### src/hw/flash_security_pkg.sv
// constants shared by the flash security gate and its permission checker
// assumes a 100 MHz core clock and a byte-addressed avalon-mm register bus
package flash_security_pkg;
  // register byte offsets
  localparam logic [4:0] SP_CTRL_OFS = 5'h00;
  localparam logic [4:0] SP_CMD_OFS = 5'h04;
  localparam logic [4:0] SP_STATUS_OFS = 5'h08;
  localparam logic [4:0] SEC_STORED_OFS = 5'h0c;
  localparam logic [4:0] SEC_ACTIVE_OFS = 5'h10;
  // control fields
  localparam int CTRL_ENABLE_BIT = 0;
  localparam int CTRL_START_BIT = 1;
  // command fields: address in low half, operation above it
  localparam int CMD_OP_LSB = 16;
  // status fields
  localparam int ST_BUSY_BIT = 0;
  localparam int ST_OK_BIT = 1;
  localparam int ST_REFUSED_BIT = 2;
  localparam int ST_SUSPENDED_BIT = 3;
  localparam int ST_ACTIVE_BIT = 4;
  localparam int ST_SUBCLK_BIT = 5;
  // security flag positions
  localparam int SEC_CHIP_BIT = 0;
  localparam int SEC_BLOCK_BIT = 1;
  localparam int SEC_WRITE_BIT = 2;
  localparam int SEC_BOOT_BIT = 3;
  localparam logic [3:0] SEC_RESET = 4'h0;
  // boot cluster 0 address range
  localparam logic [15:0] BOOT0_FIRST = 16'h0000;
  localparam logic [15:0] BOOT0_LAST = 16'h0fff;
  // oscillator stop flag position in the oscillator mode register
  localparam int HS_OSC_STOP_BIT = 0;
  // timing
  localparam int CLK_PERIOD_NS = 10;
  localparam int SP_OP_TIME_NS = 200;
  localparam int SP_OP_CYCLES = (SP_OP_TIME_NS + CLK_PERIOD_NS - 1) / CLK_PERIOD_NS;
  // flash operations
  typedef enum logic [1:0] {
    OP_CHIP_ERASE = 2'b00,
    OP_BLOCK_ERASE = 2'b01,
    OP_WRITE = 2'b10,
    OP_SEC_SET = 2'b11
  } flash_op_t;
  // self-programming sequencer states
  typedef enum logic [1:0] {
    SP_IDLE = 2'b00,
    SP_CHECK = 2'b01,
    SP_RUN = 2'b10
  } sp_state_t;
endpackage

### src/hw/sec_permit_check.sv
// registered permission decision for one flash request
// assumes flags are the security settings valid for the current session
`timescale 1ns/1ps
module sec_permit_check
  import flash_security_pkg::*;
(
  // clock and reset
  input wire logic core_clk,
  input wire logic reset,
  // request
  input wire logic check_valid,
  input wire logic self_mode,
  input wire flash_op_t op,
  input wire logic [15:0] addr,
  input wire logic [3:0] flags,
  // decision, one cycle later
  output logic result_valid,
  output logic permit
);
  logic chip_p, blk_p, wr_p, boot_p, boot_hit, next_permit;
  assign chip_p = flags[SEC_CHIP_BIT];
  assign blk_p = flags[SEC_BLOCK_BIT];
  assign wr_p = flags[SEC_WRITE_BIT];
  assign boot_p = flags[SEC_BOOT_BIT];
  assign boot_hit = (addr >= BOOT0_FIRST) && (addr <= BOOT0_LAST);

  // decision table per mode and operation
  always_comb begin
    next_permit = 1'b0;
    if (self_mode) begin
      // chip, block and write prohibitions do not apply here
      case (op)
        OP_BLOCK_ERASE: next_permit = !(boot_p && boot_hit);
        OP_WRITE: next_permit = !(boot_p && boot_hit);
        OP_SEC_SET: next_permit = 1'b1;
        default: next_permit = 1'b0; // chip erase not offered to firmware
      endcase
    end else begin
      case (op)
        OP_CHIP_ERASE: next_permit = !chip_p && !boot_p;
        OP_BLOCK_ERASE: next_permit = !chip_p && !blk_p && !wr_p && !(boot_p && boot_hit);
        OP_WRITE: next_permit = !wr_p && !(boot_p && boot_hit);
        OP_SEC_SET: next_permit = 1'b1;
        default: next_permit = 1'b0;
      endcase
    end
  end

  // result register
  always_ff @(posedge core_clk or posedge reset) begin
    if (reset) begin
      result_valid <= 1'b0;
      permit <= 1'b0;
    end else begin
      result_valid <= check_valid;
      permit <= check_valid && next_permit;
    end
  end
endmodule // sec_permit_check

### src/hw/flash_security_gate.sv
// flash security gate: screens external and self-programming flash requests
// assumes synchronous inputs, a flash array that accepts each op pulse,
// and an external command engine that issues one command at a time
//
// The address map and the Avalon-MM slave port were chosen for this implementation.
`timescale 1ns/1ps
// Summary of operation
// - external mode, chip-erase ban: refuse chip and block erase, allow writes.
// - external mode, block-erase ban only: refuse block erase, allow others.
// - external mode, write ban: refuse writes and block erase, allow chip erase.
// - external mode, boot ban: refuse chip erase and boot cluster 0 erase or write.
// - boot cluster 0 spans addresses 0000h to 0fffh.
// - self-programming ignores chip, block and write bans.
// - self-programming with boot ban refuses boot cluster 0 erase and write.
// - chip-erase and boot bans, once set, never clear.
// - block and write bans clear only on external chip erase.
// - both programmer and firmware set bans; each ban is its own flag.
// - new bans take effect from the next programming mode entry.
// - any unmasked pending interrupt request stops a running self-programming operation.
// - unmasked requests stop it even with interrupts disabled; firmware masks them.
// - after a stop, a new start in self-programming resumes the interrupted operation.
// - self-programming is refused while the cpu runs on the subsystem clock.
// - self-programming forces the high-speed oscillator on despite its stop flag.
// - stop mode does not halt the high-speed oscillator during self-programming.
module flash_security_gate
  import flash_security_pkg::*;
#(
  parameter int OP_CYCLES = SP_OP_CYCLES
) (
  // clock and reset
  input wire logic core_clk,
  input wire logic reset,
  // avalon-mm register slave
  input wire logic [4:0] avs_address,
  input wire logic avs_read,
  input wire logic avs_write,
  input wire logic [31:0] avs_writedata,
  output logic [31:0] avs_readdata,
  output logic avs_waitrequest,
  // external programmer command path
  input wire logic ext_prog_mode,
  input wire logic ext_cmd_valid,
  input wire flash_op_t ext_cmd_op,
  input wire logic [15:0] ext_cmd_addr,
  input wire logic [3:0] ext_sec_data,
  output logic ext_resp_valid,
  output logic ext_resp_ack,
  // cpu environment
  input wire logic cpu_on_subclock,
  input wire logic flash_mode_pin,
  input wire logic [31:0] irq_request_flags,
  input wire logic [31:0] irq_mask_flags,
  input wire logic [7:0] osc_mode_register,
  input wire logic stop_mode,
  // flash array and oscillator control
  output logic flash_op_valid,
  output flash_op_t flash_op,
  output logic [15:0] flash_op_addr,
  output logic hs_osc_enable
);
  localparam int CW = $clog2(OP_CYCLES + 1);
  localparam logic [CW-1:0] OP_LOAD = CW'(OP_CYCLES);

  logic [3:0] sec_stored, sec_active;
  logic sp_enable, sp_active, ext_prev;
  logic st_ok, st_refused, st_suspended, st_subclk;
  sp_state_t sp_state;
  logic [CW-1:0] sp_count;
  flash_op_t sp_op;
  logic [15:0] sp_addr;
  logic bus_req, wr_en, start_wr, enable_wr, irq_stop, ext_entry, sp_entry;
  logic chk_valid, chk_self, res_valid, res_permit, ext_pending, sec_set_sp, ext_granted;
  flash_op_t chk_op, chk_op_hold;
  logic [15:0] chk_addr, chk_addr_hold;
  logic [3:0] chk_data;

  assign bus_req = avs_read || avs_write;
  assign wr_en = avs_write && !avs_waitrequest;
  assign enable_wr = wr_en && (avs_address == SP_CTRL_OFS);
  assign start_wr = enable_wr && avs_writedata[CTRL_START_BIT];
  assign irq_stop = |(irq_request_flags & ~irq_mask_flags);
  assign ext_entry = ext_prog_mode && !ext_prev;
  assign sp_entry = enable_wr && avs_writedata[CTRL_ENABLE_BIT] && !sp_enable
                    && !cpu_on_subclock;
  assign sec_set_sp = wr_en && (avs_address == SEC_STORED_OFS) && sp_active;
  assign ext_granted = res_valid && ext_pending && res_permit; // external check that passed

  // one wait cycle per access, then the answer stands for a single edge
  always_ff @(posedge core_clk or posedge reset) begin
    if (reset) begin
      avs_waitrequest <= 1'b1;
    end else begin
      avs_waitrequest <= !(bus_req && avs_waitrequest);
    end
  end

  // read data latched during the wait cycle
  always_ff @(posedge core_clk or posedge reset) begin
    if (reset) begin
      avs_readdata <= 32'h0;
    end else if (avs_read && avs_waitrequest) begin
      case (avs_address)
        SP_CTRL_OFS: avs_readdata <= {31'h0, sp_enable};
        SP_CMD_OFS: avs_readdata <= {14'h0, sp_op, sp_addr};
        SP_STATUS_OFS: avs_readdata <= {26'h0, st_subclk, sp_active, st_suspended,
                                        st_refused, st_ok, sp_state != SP_IDLE};
        SEC_STORED_OFS: avs_readdata <= {28'h0, sec_stored};
        SEC_ACTIVE_OFS: avs_readdata <= {28'h0, sec_active};
        default: avs_readdata <= 32'h0; // unmapped reads as zero
      endcase
    end
  end

  // operation and address for the next firmware request
  always_ff @(posedge core_clk or posedge reset) begin
    if (reset) begin
      sp_op <= OP_BLOCK_ERASE;
      sp_addr <= 16'h0;
    end else if (wr_en && avs_address == SP_CMD_OFS && sp_state == SP_IDLE) begin
      sp_op <= flash_op_t'(avs_writedata[CMD_OP_LSB +: 2]);
      sp_addr <= avs_writedata[15:0];
    end
  end

  // self-programming mode entry and exit
  always_ff @(posedge core_clk or posedge reset) begin
    if (reset) begin
      sp_enable <= 1'b0;
      sp_active <= 1'b0;
      st_subclk <= 1'b0;
    end else begin
      if (enable_wr) begin
        sp_enable <= avs_writedata[CTRL_ENABLE_BIT];
      end
      if (enable_wr && avs_writedata[CTRL_ENABLE_BIT] && cpu_on_subclock) begin
        st_subclk <= 1'b1;
      end else if (enable_wr) begin
        st_subclk <= 1'b0;
      end
      if (sp_entry) begin
        sp_active <= 1'b1;
      end else if ((enable_wr && !avs_writedata[CTRL_ENABLE_BIT]) || cpu_on_subclock) begin
        sp_active <= 1'b0;
      end
    end
  end

  // external mode entry detection
  always_ff @(posedge core_clk or posedge reset) begin
    if (reset) begin
      ext_prev <= 1'b0;
    end else begin
      ext_prev <= ext_prog_mode;
    end
  end

  // stored flags: set-only for chip and boot bans, block and write cleared by chip erase
  // uses the held op: the live mux already shows the next command by the result cycle
  always_ff @(posedge core_clk or posedge reset) begin
    if (reset) begin
      sec_stored <= SEC_RESET;
    end else begin
      if (ext_granted && chk_op_hold == OP_SEC_SET) begin
        sec_stored <= sec_stored | chk_data | (sec_set_sp ? avs_writedata[3:0] : 4'h0);
      end else if (sec_set_sp) begin
        sec_stored <= sec_stored | avs_writedata[3:0];
      end else if (ext_granted && chk_op_hold == OP_CHIP_ERASE) begin
        sec_stored[SEC_BLOCK_BIT] <= 1'b0;
        sec_stored[SEC_WRITE_BIT] <= 1'b0;
      end
    end
  end

  // session flags copied only at a mode entry
  always_ff @(posedge core_clk or posedge reset) begin
    if (reset) begin
      sec_active <= SEC_RESET;
    end else if (ext_entry || sp_entry) begin
      sec_active <= sec_stored;
    end
  end

  // permission checker shared by both paths; external commands win a tie
  always_comb begin
    chk_valid = 1'b0;
    chk_self = 1'b0;
    chk_op = ext_cmd_op;
    chk_addr = ext_cmd_addr;
    if (ext_cmd_valid && ext_prog_mode && !ext_pending) begin
      chk_valid = 1'b1;
    end else if (sp_state == SP_IDLE && start_wr && sp_active && !st_suspended) begin
      chk_valid = 1'b1;
      chk_self = 1'b1;
      chk_op = sp_op;
      chk_addr = sp_addr;
    end
  end

  sec_permit_check u_check (
    .core_clk(core_clk),
    .reset(reset),
    .check_valid(chk_valid),
    .self_mode(chk_self),
    .op(chk_op),
    .addr(chk_addr),
    .flags(sec_active),
    .result_valid(res_valid),
    .permit(res_permit)
  );

  // remember what went into the checker
  always_ff @(posedge core_clk or posedge reset) begin
    if (reset) begin
      ext_pending <= 1'b0;
      chk_data <= 4'h0;
    end else begin
      ext_pending <= chk_valid && !chk_self;
      if (chk_valid) begin
        chk_data <= ext_sec_data;
      end
    end
  end

  // external response: ack on permit, nak on refusal or outside external mode
  always_ff @(posedge core_clk or posedge reset) begin
    if (reset) begin
      ext_resp_valid <= 1'b0;
      ext_resp_ack <= 1'b0;
    end else begin
      ext_resp_valid <= (res_valid && ext_pending) || (ext_cmd_valid && !ext_prog_mode);
      ext_resp_ack <= res_valid && ext_pending && res_permit;
    end
  end

  // self-programming sequencer with interrupt stop and resume
  always_ff @(posedge core_clk or posedge reset) begin
    if (reset) begin
      sp_state <= SP_IDLE;
      sp_count <= '0;
    end else begin
      case (sp_state)
        SP_IDLE: begin
          if (start_wr && sp_active && !st_suspended && !chk_valid) begin
            sp_state <= SP_IDLE; // never taken: this start always raises chk_valid
          end else if (start_wr && sp_active && st_suspended) begin
            sp_state <= SP_RUN;
          end else if (chk_valid && chk_self) begin
            sp_state <= SP_CHECK;
          end
        end
        SP_CHECK: begin
          if (res_permit && sp_op != OP_SEC_SET) begin
            sp_state <= SP_RUN;
            sp_count <= OP_LOAD;
          end else begin
            sp_state <= SP_IDLE;
          end
        end
        SP_RUN: begin
          if (irq_stop || !sp_active) begin
            sp_state <= SP_IDLE;
          end else if (sp_count == CW'(1)) begin
            sp_state <= SP_IDLE;
            sp_count <= '0;
          end else begin
            sp_count <= sp_count - CW'(1);
          end
        end
        default: sp_state <= SP_IDLE;
      endcase
    end
  end

  // status flags; a new start clears them but a same-cycle event wins
  always_ff @(posedge core_clk or posedge reset) begin
    if (reset) begin
      st_ok <= 1'b0;
      st_refused <= 1'b0;
      st_suspended <= 1'b0;
    end else begin
      if (sp_state == SP_CHECK && res_permit && sp_op == OP_SEC_SET) begin
        st_ok <= 1'b1;
      end else if (sp_state == SP_RUN && !irq_stop && sp_active && sp_count == CW'(1)) begin
        st_ok <= 1'b1;
      end else if (start_wr) begin
        st_ok <= 1'b0;
      end
      if (sp_state == SP_CHECK && !res_permit) begin
        st_refused <= 1'b1;
      end else if (start_wr) begin
        st_refused <= 1'b0;
      end
      if (sp_state == SP_RUN && (irq_stop || !sp_active)) begin
        st_suspended <= 1'b1;
      end else if (start_wr && sp_active) begin
        st_suspended <= 1'b0;
      end
    end
  end

  // flash array pulse: external on permit, firmware on completion
  always_ff @(posedge core_clk or posedge reset) begin
    if (reset) begin
      flash_op_valid <= 1'b0;
      flash_op <= OP_CHIP_ERASE;
      flash_op_addr <= 16'h0;
    end else begin
      flash_op_valid <= 1'b0;
      if (res_valid && ext_pending && res_permit && chk_op_hold != OP_SEC_SET) begin
        flash_op_valid <= 1'b1;
        flash_op <= chk_op_hold;
        flash_op_addr <= chk_addr_hold;
      end else if (sp_state == SP_RUN && !irq_stop && sp_active && sp_count == CW'(1)) begin
        flash_op_valid <= 1'b1;
        flash_op <= sp_op;
        flash_op_addr <= sp_addr;
      end
    end
  end

  // copy of the checked external request for the array pulse
  always_ff @(posedge core_clk or posedge reset) begin
    if (reset) begin
      chk_op_hold <= OP_CHIP_ERASE;
      chk_addr_hold <= 16'h0;
    end else if (chk_valid) begin
      chk_op_hold <= chk_op;
      chk_addr_hold <= chk_addr;
    end
  end

  // oscillator forced on in self-programming, stop flag and stop mode ignored
  always_ff @(posedge core_clk or posedge reset) begin
    if (reset) begin
      hs_osc_enable <= 1'b1;
    end else begin
      hs_osc_enable <= sp_active || (!osc_mode_register[HS_OSC_STOP_BIT] && !stop_mode);
    end
  end

  // checks
  AST_NO_OP_WHEN_REFUSED: assert property (@(posedge core_clk) disable iff (reset)
    res_valid && !res_permit |=> !flash_op_valid)
    else $error("flash op issued after refusal");
  AST_CHIP_BAN_STICKY: assert property (@(posedge core_clk) disable iff (reset)
    sec_stored[SEC_CHIP_BIT] |=> sec_stored[SEC_CHIP_BIT])
    else $error("chip erase ban cleared");
  AST_BOOT_BAN_STICKY: assert property (@(posedge core_clk) disable iff (reset)
    sec_stored[SEC_BOOT_BIT] |=> sec_stored[SEC_BOOT_BIT])
    else $error("boot ban cleared");
  AST_BAN_CLEAR_CAUSE: assert property (@(posedge core_clk) disable iff (reset)
    $fell(sec_stored[SEC_WRITE_BIT]) |-> $past(ext_granted
      && chk_op_hold == OP_CHIP_ERASE))
    else $error("write ban cleared without chip erase");
  AST_ACTIVE_ONLY_AT_ENTRY: assert property (@(posedge core_clk) disable iff (reset)
    !$stable(sec_active) |-> $past(ext_entry || sp_entry))
    else $error("session flags changed mid-session");
  AST_IRQ_STOPS_RUN: assert property (@(posedge core_clk) disable iff (reset)
    sp_state == SP_RUN && irq_stop |=> sp_state == SP_IDLE && st_suspended)
    else $error("interrupt did not stop self-programming");
  AST_NO_SP_ON_SUBCLK: assert property (@(posedge core_clk) disable iff (reset)
    cpu_on_subclock |=> !sp_active)
    else $error("self-programming active on subsystem clock");
  AST_OSC_FORCED: assert property (@(posedge core_clk) disable iff (reset)
    sp_active |=> hs_osc_enable)
    else $error("oscillator stopped in self-programming");
  AST_EXT_BOOT_WRITE: assert property (@(posedge core_clk) disable iff (reset)
    chk_valid && !chk_self && chk_op == OP_WRITE && sec_active[SEC_BOOT_BIT]
      && chk_addr <= BOOT0_LAST |=> ##1 ext_resp_valid && !ext_resp_ack)
    else $error("boot cluster write accepted");
  AST_BUS_ONE_WAIT: assert property (@(posedge core_clk) disable iff (reset)
    bus_req && avs_waitrequest |=> !avs_waitrequest)
    else $error("bus answer late");
  COV_EXT_ACK: cover property (@(posedge core_clk) ext_resp_valid && ext_resp_ack);
  COV_SP_DONE: cover property (@(posedge core_clk) sp_state == SP_RUN ##1 st_ok);
  COV_SP_RESUME: cover property (@(posedge core_clk) st_suspended ##[1:50] sp_state == SP_RUN);
endmodule // flash_security_gate

### config.mk
export PLATFORM = sky130hd
export DESIGN_NAME = flash_security_gate
export DESIGN_NICKNAME = d
export VERILOG_FILES = /design/src/hw/flash_security_pkg.sv /design/src/hw/sec_permit_check.sv /design/src/hw/flash_security_gate.sv
export SDC_FILE = /design/constraint.sdc
export NUM_CORES = 1
export LEC_CHECK = 0
export BUFFER_PORTS_ARGS = -buffer_cell sky130_fd_sc_hd__buf_2
export CAP_MARGIN = 20
export CORE_MARGIN = 2
export CORE_UTILIZATION = 50
export CTS_CLUSTER_DIAMETER = 80
export DETAILED_ROUTE_END_ITERATION = 10
export PLACE_DENSITY = 0.78
export RECOVER_POWER = 50
export SLEW_MARGIN = 25
export SYNTH_ARGS = -nofsm -noshare
export SYNTH_HDL_FRONTEND = slang
export SYNTH_HIERARCHICAL = 1
export SYNTH_SLANG_ARGS = --single-unit
### constraint.sdc
create_clock -name core_clk -period 4.2 [get_ports core_clk]
set_input_delay 0.42 -clock core_clk [delete_from_list [all_inputs] [get_ports core_clk]]
set_output_delay 0.42 -clock core_clk [all_outputs]
set_load 0.005 [all_outputs]
==> reports/results.tsv <==
metric	value	unit
status	complete, no violations	
critPathBufInv	2	
placeableCoreArea	0.0104	mm^2
routed_wire_length_per_instance	16.5	um
worst-slew-pin-transition	1.48	ns
power_leakage	3.01	nW
worst_vdd_drop	201	uV
slew_violations	0	
tritoncts	yes	
avgSynthCellArea	10.5	um^2
crit_start	avs_address[2]	
yosys_warnings	6	
routed_via_density	5.41	
first_pass_grt_wire_length	21.7	mm
area.growth.synth_to_final	18.5	%
critical_path.startpoint_type	input pin	
place.gp.congestion	0.909	
seq_power_share	56.8	%
worst_setup_hold_path_clk_slew	0.10	ns
clockBufferDepth	2	
total_cell_area_at_the_placement_stage	0.00618	mm^2
drt.antenna.violating_nets	0	
clock_tree.htree_level_count	3	
timing.max_cap.violations	0	
grt.overflow.total	0	
fin_crit_share	63.6	%
crit_type	in2reg	
dp_hpwl	10.0	mm
setup_violators_final	0	
crit_family	simple AND/OR/NAND/NOR gates	
worst_hold_startpoint	osc_mode_register[0]	
crit_chain	buf_2 -> or3_4 -> nor3_4 -> nand4_4 -> nor4_4 -> and2_4 -> mux2_2 -> inv_1 -> ha_1 -> mux2_2 -> a32o_1	
timing.critical_path.slowest_cell_delay	0.42	ns
clock_sinks	106	
antenna-diode-count	0	
comb_power_share	14.7	%
filler_cell_count	921	
hold_path.class	in2reg	
initial_utilization	51.6	%
number_of_antenna_violations_at_the_first_check_in_global_routing	0	
finish.instance_area	0.00635	mm^2
numCtsBuffers	9	
design.die.area	0.0116	mm^2
drt-pass1-iter-count	5	
number_of_nets_in_the_layout	809	
die_h	107	um
critical_path_arrival	2.94	ns
synthesis.instances	508	
switching_power	632	uW
clock_skew	0.0138	ns
first_global_vias	4545	
critPathCaptureType	flop	
cts.root.buffer_cell	sky130_fd_sc_hd__clkbuf_8	
period_minus_slack	2.67	ns
layout_commonest_cell	sky130_fd_sc_hd__buf_2	
worst_slew_margin_rel	1.62	%
drive_above_1_share	30.2	%
power_report.internal_total	1.52	mW
grt_start_max_net_pins	78	
fin_tns_setup	0	ns
power_frac_clock	28.5	%
cts_setup_buffers	0	
power.density	340	mW/mm^2
rsz0062_at_grt	no	
fmax	375	MHz
route.detailed.drc	0	
fp-row-count	37	
clkLatencyLatePin	0.38	ns
finalWirelength	13.3	mm
die_w	107	um
track_usage	24.0	%
synth_area	0.00535	mm^2
reg2reg_from	avs_waitrequest	
initial_detailed_routing_violation_count	205	
most_prevalent_standard_cell_on_the_critical_path	sky130_fd_sc_hd__mux2_2	
timing.critical_path.slowest_stage_cell	sky130_fd_sc_hd__or3_4	
critPathMaxFanout	7	
critical_path_required	4.47	ns
power.share.switching	29.3	%
i_o_pins	195	
port_buffers	158	
most-common-layout-cells	sky130_fd_sc_hd__buf_2, sky130_fd_sc_hd__dfrtp_1, sky130_fd_sc_hd__nand2_1	
vias	4352	
timing.final.hold_violations	0	
## routing by layer
layer  global-route usage, %  wire length, um  vias to the layer above
li1                        -                -                     2081
met1                    30.6             5670                     2114
met2                    40.0             6670                      130
met3                    5.69              709                       27
met4                    8.70              217                        0
met5                       0                0                        -
## path summary, 6_finish.rpt
check | slack (ns) | cells after the start | end
min | 0.20 | 2 | hs_osc_enable
min in group asynchronous | 0.50 | 3 | u_check/result_valid
min reg2reg | 0.49 | 2 | avs_readdata[10]
max reg2reg | 1.55 | 9 | u_check/permit
max in group asynchronous | 2.59 | 4 | sp_op[0]
max | 1.53 | 11 | u_check/permit
## state kept, by name, indices dropped and copies added, names as in the netlist, 2 cells and up
| register | count |
|---|---|
| avs_readdata | 18 |
| chk_addr_hold | 16 |
| chk_data | 4 |
| chk_op_hold | 2 |
| flash_op | 2 |
| flash_op_addr | 16 |
| sec_active | 4 |
| sec_stored | 4 |
| sp_addr | 16 |
| sp_count | 5 |
| sp_op | 2 |
| sp_state | 2 |
## power groups by stage
stage               sequential [mW]  clock (mW)  combinational, mW
CTS                            1.22       0.629              0.328
global route                   1.24       0.672              0.358
floorplan                      1.22           0              0.185
detailed placement             1.24           0              0.326
global placement               1.23           0              0.311
finish                         1.22       0.615              0.317
## final cells by class
class	instances	area [um^2]	share of cell area (%)
clock buffers	9	124	1.95
clock inverters	7	72.6	1.14
flip-flops and latches	106	2660	41.9
multi-input cells	366	2450	38.6
repair buffers	165	807	12.7
inverters	16	65.1	1.03
well taps	136	170	2.68
## worst register-to-register path: cells and delay by family, from the launching register on
| kind | cells | cell delay (ns) |
|---|---|---|
| and+or+nand+nor | 4 | 0.96 |
| muxes | 2 | 0.71 |
| DFF | 1 | 0.41 |
| AOI/OAI and AO/OA | 1 | 0.20 |
| adders and majority gates | 1 | 0.18 |
| buffers and inverters | 1 | 0.09 |
## timing repair
action | CTS | global route
hold buffers | 1 | 0
endpoints found under the hold margin | 2 | 0
gates resized for setup | 0 | 0
## through the flow
stage | hold slack (ns) | utilization [%] | std cells | worst slack (ns) | total power, mW
floorplan | 0.161 | - | 521 | 1.05 | 1.40
global placement | 0.316 | 59.6 | 788 | 1.24 | 1.54
detailed placement | 0.315 | 59.6 | 788 | 1.15 | 1.57
CTS | 0.187 | 61.6 | 805 | 1.54 | 2.18
global route | 0.203 | 61.2 | 805 | 1.34 | 2.27
finish | 0.198 | 61.2 | 805 | 1.53 | 2.16
Note: power is estimated with default switching activity, not from simulation.
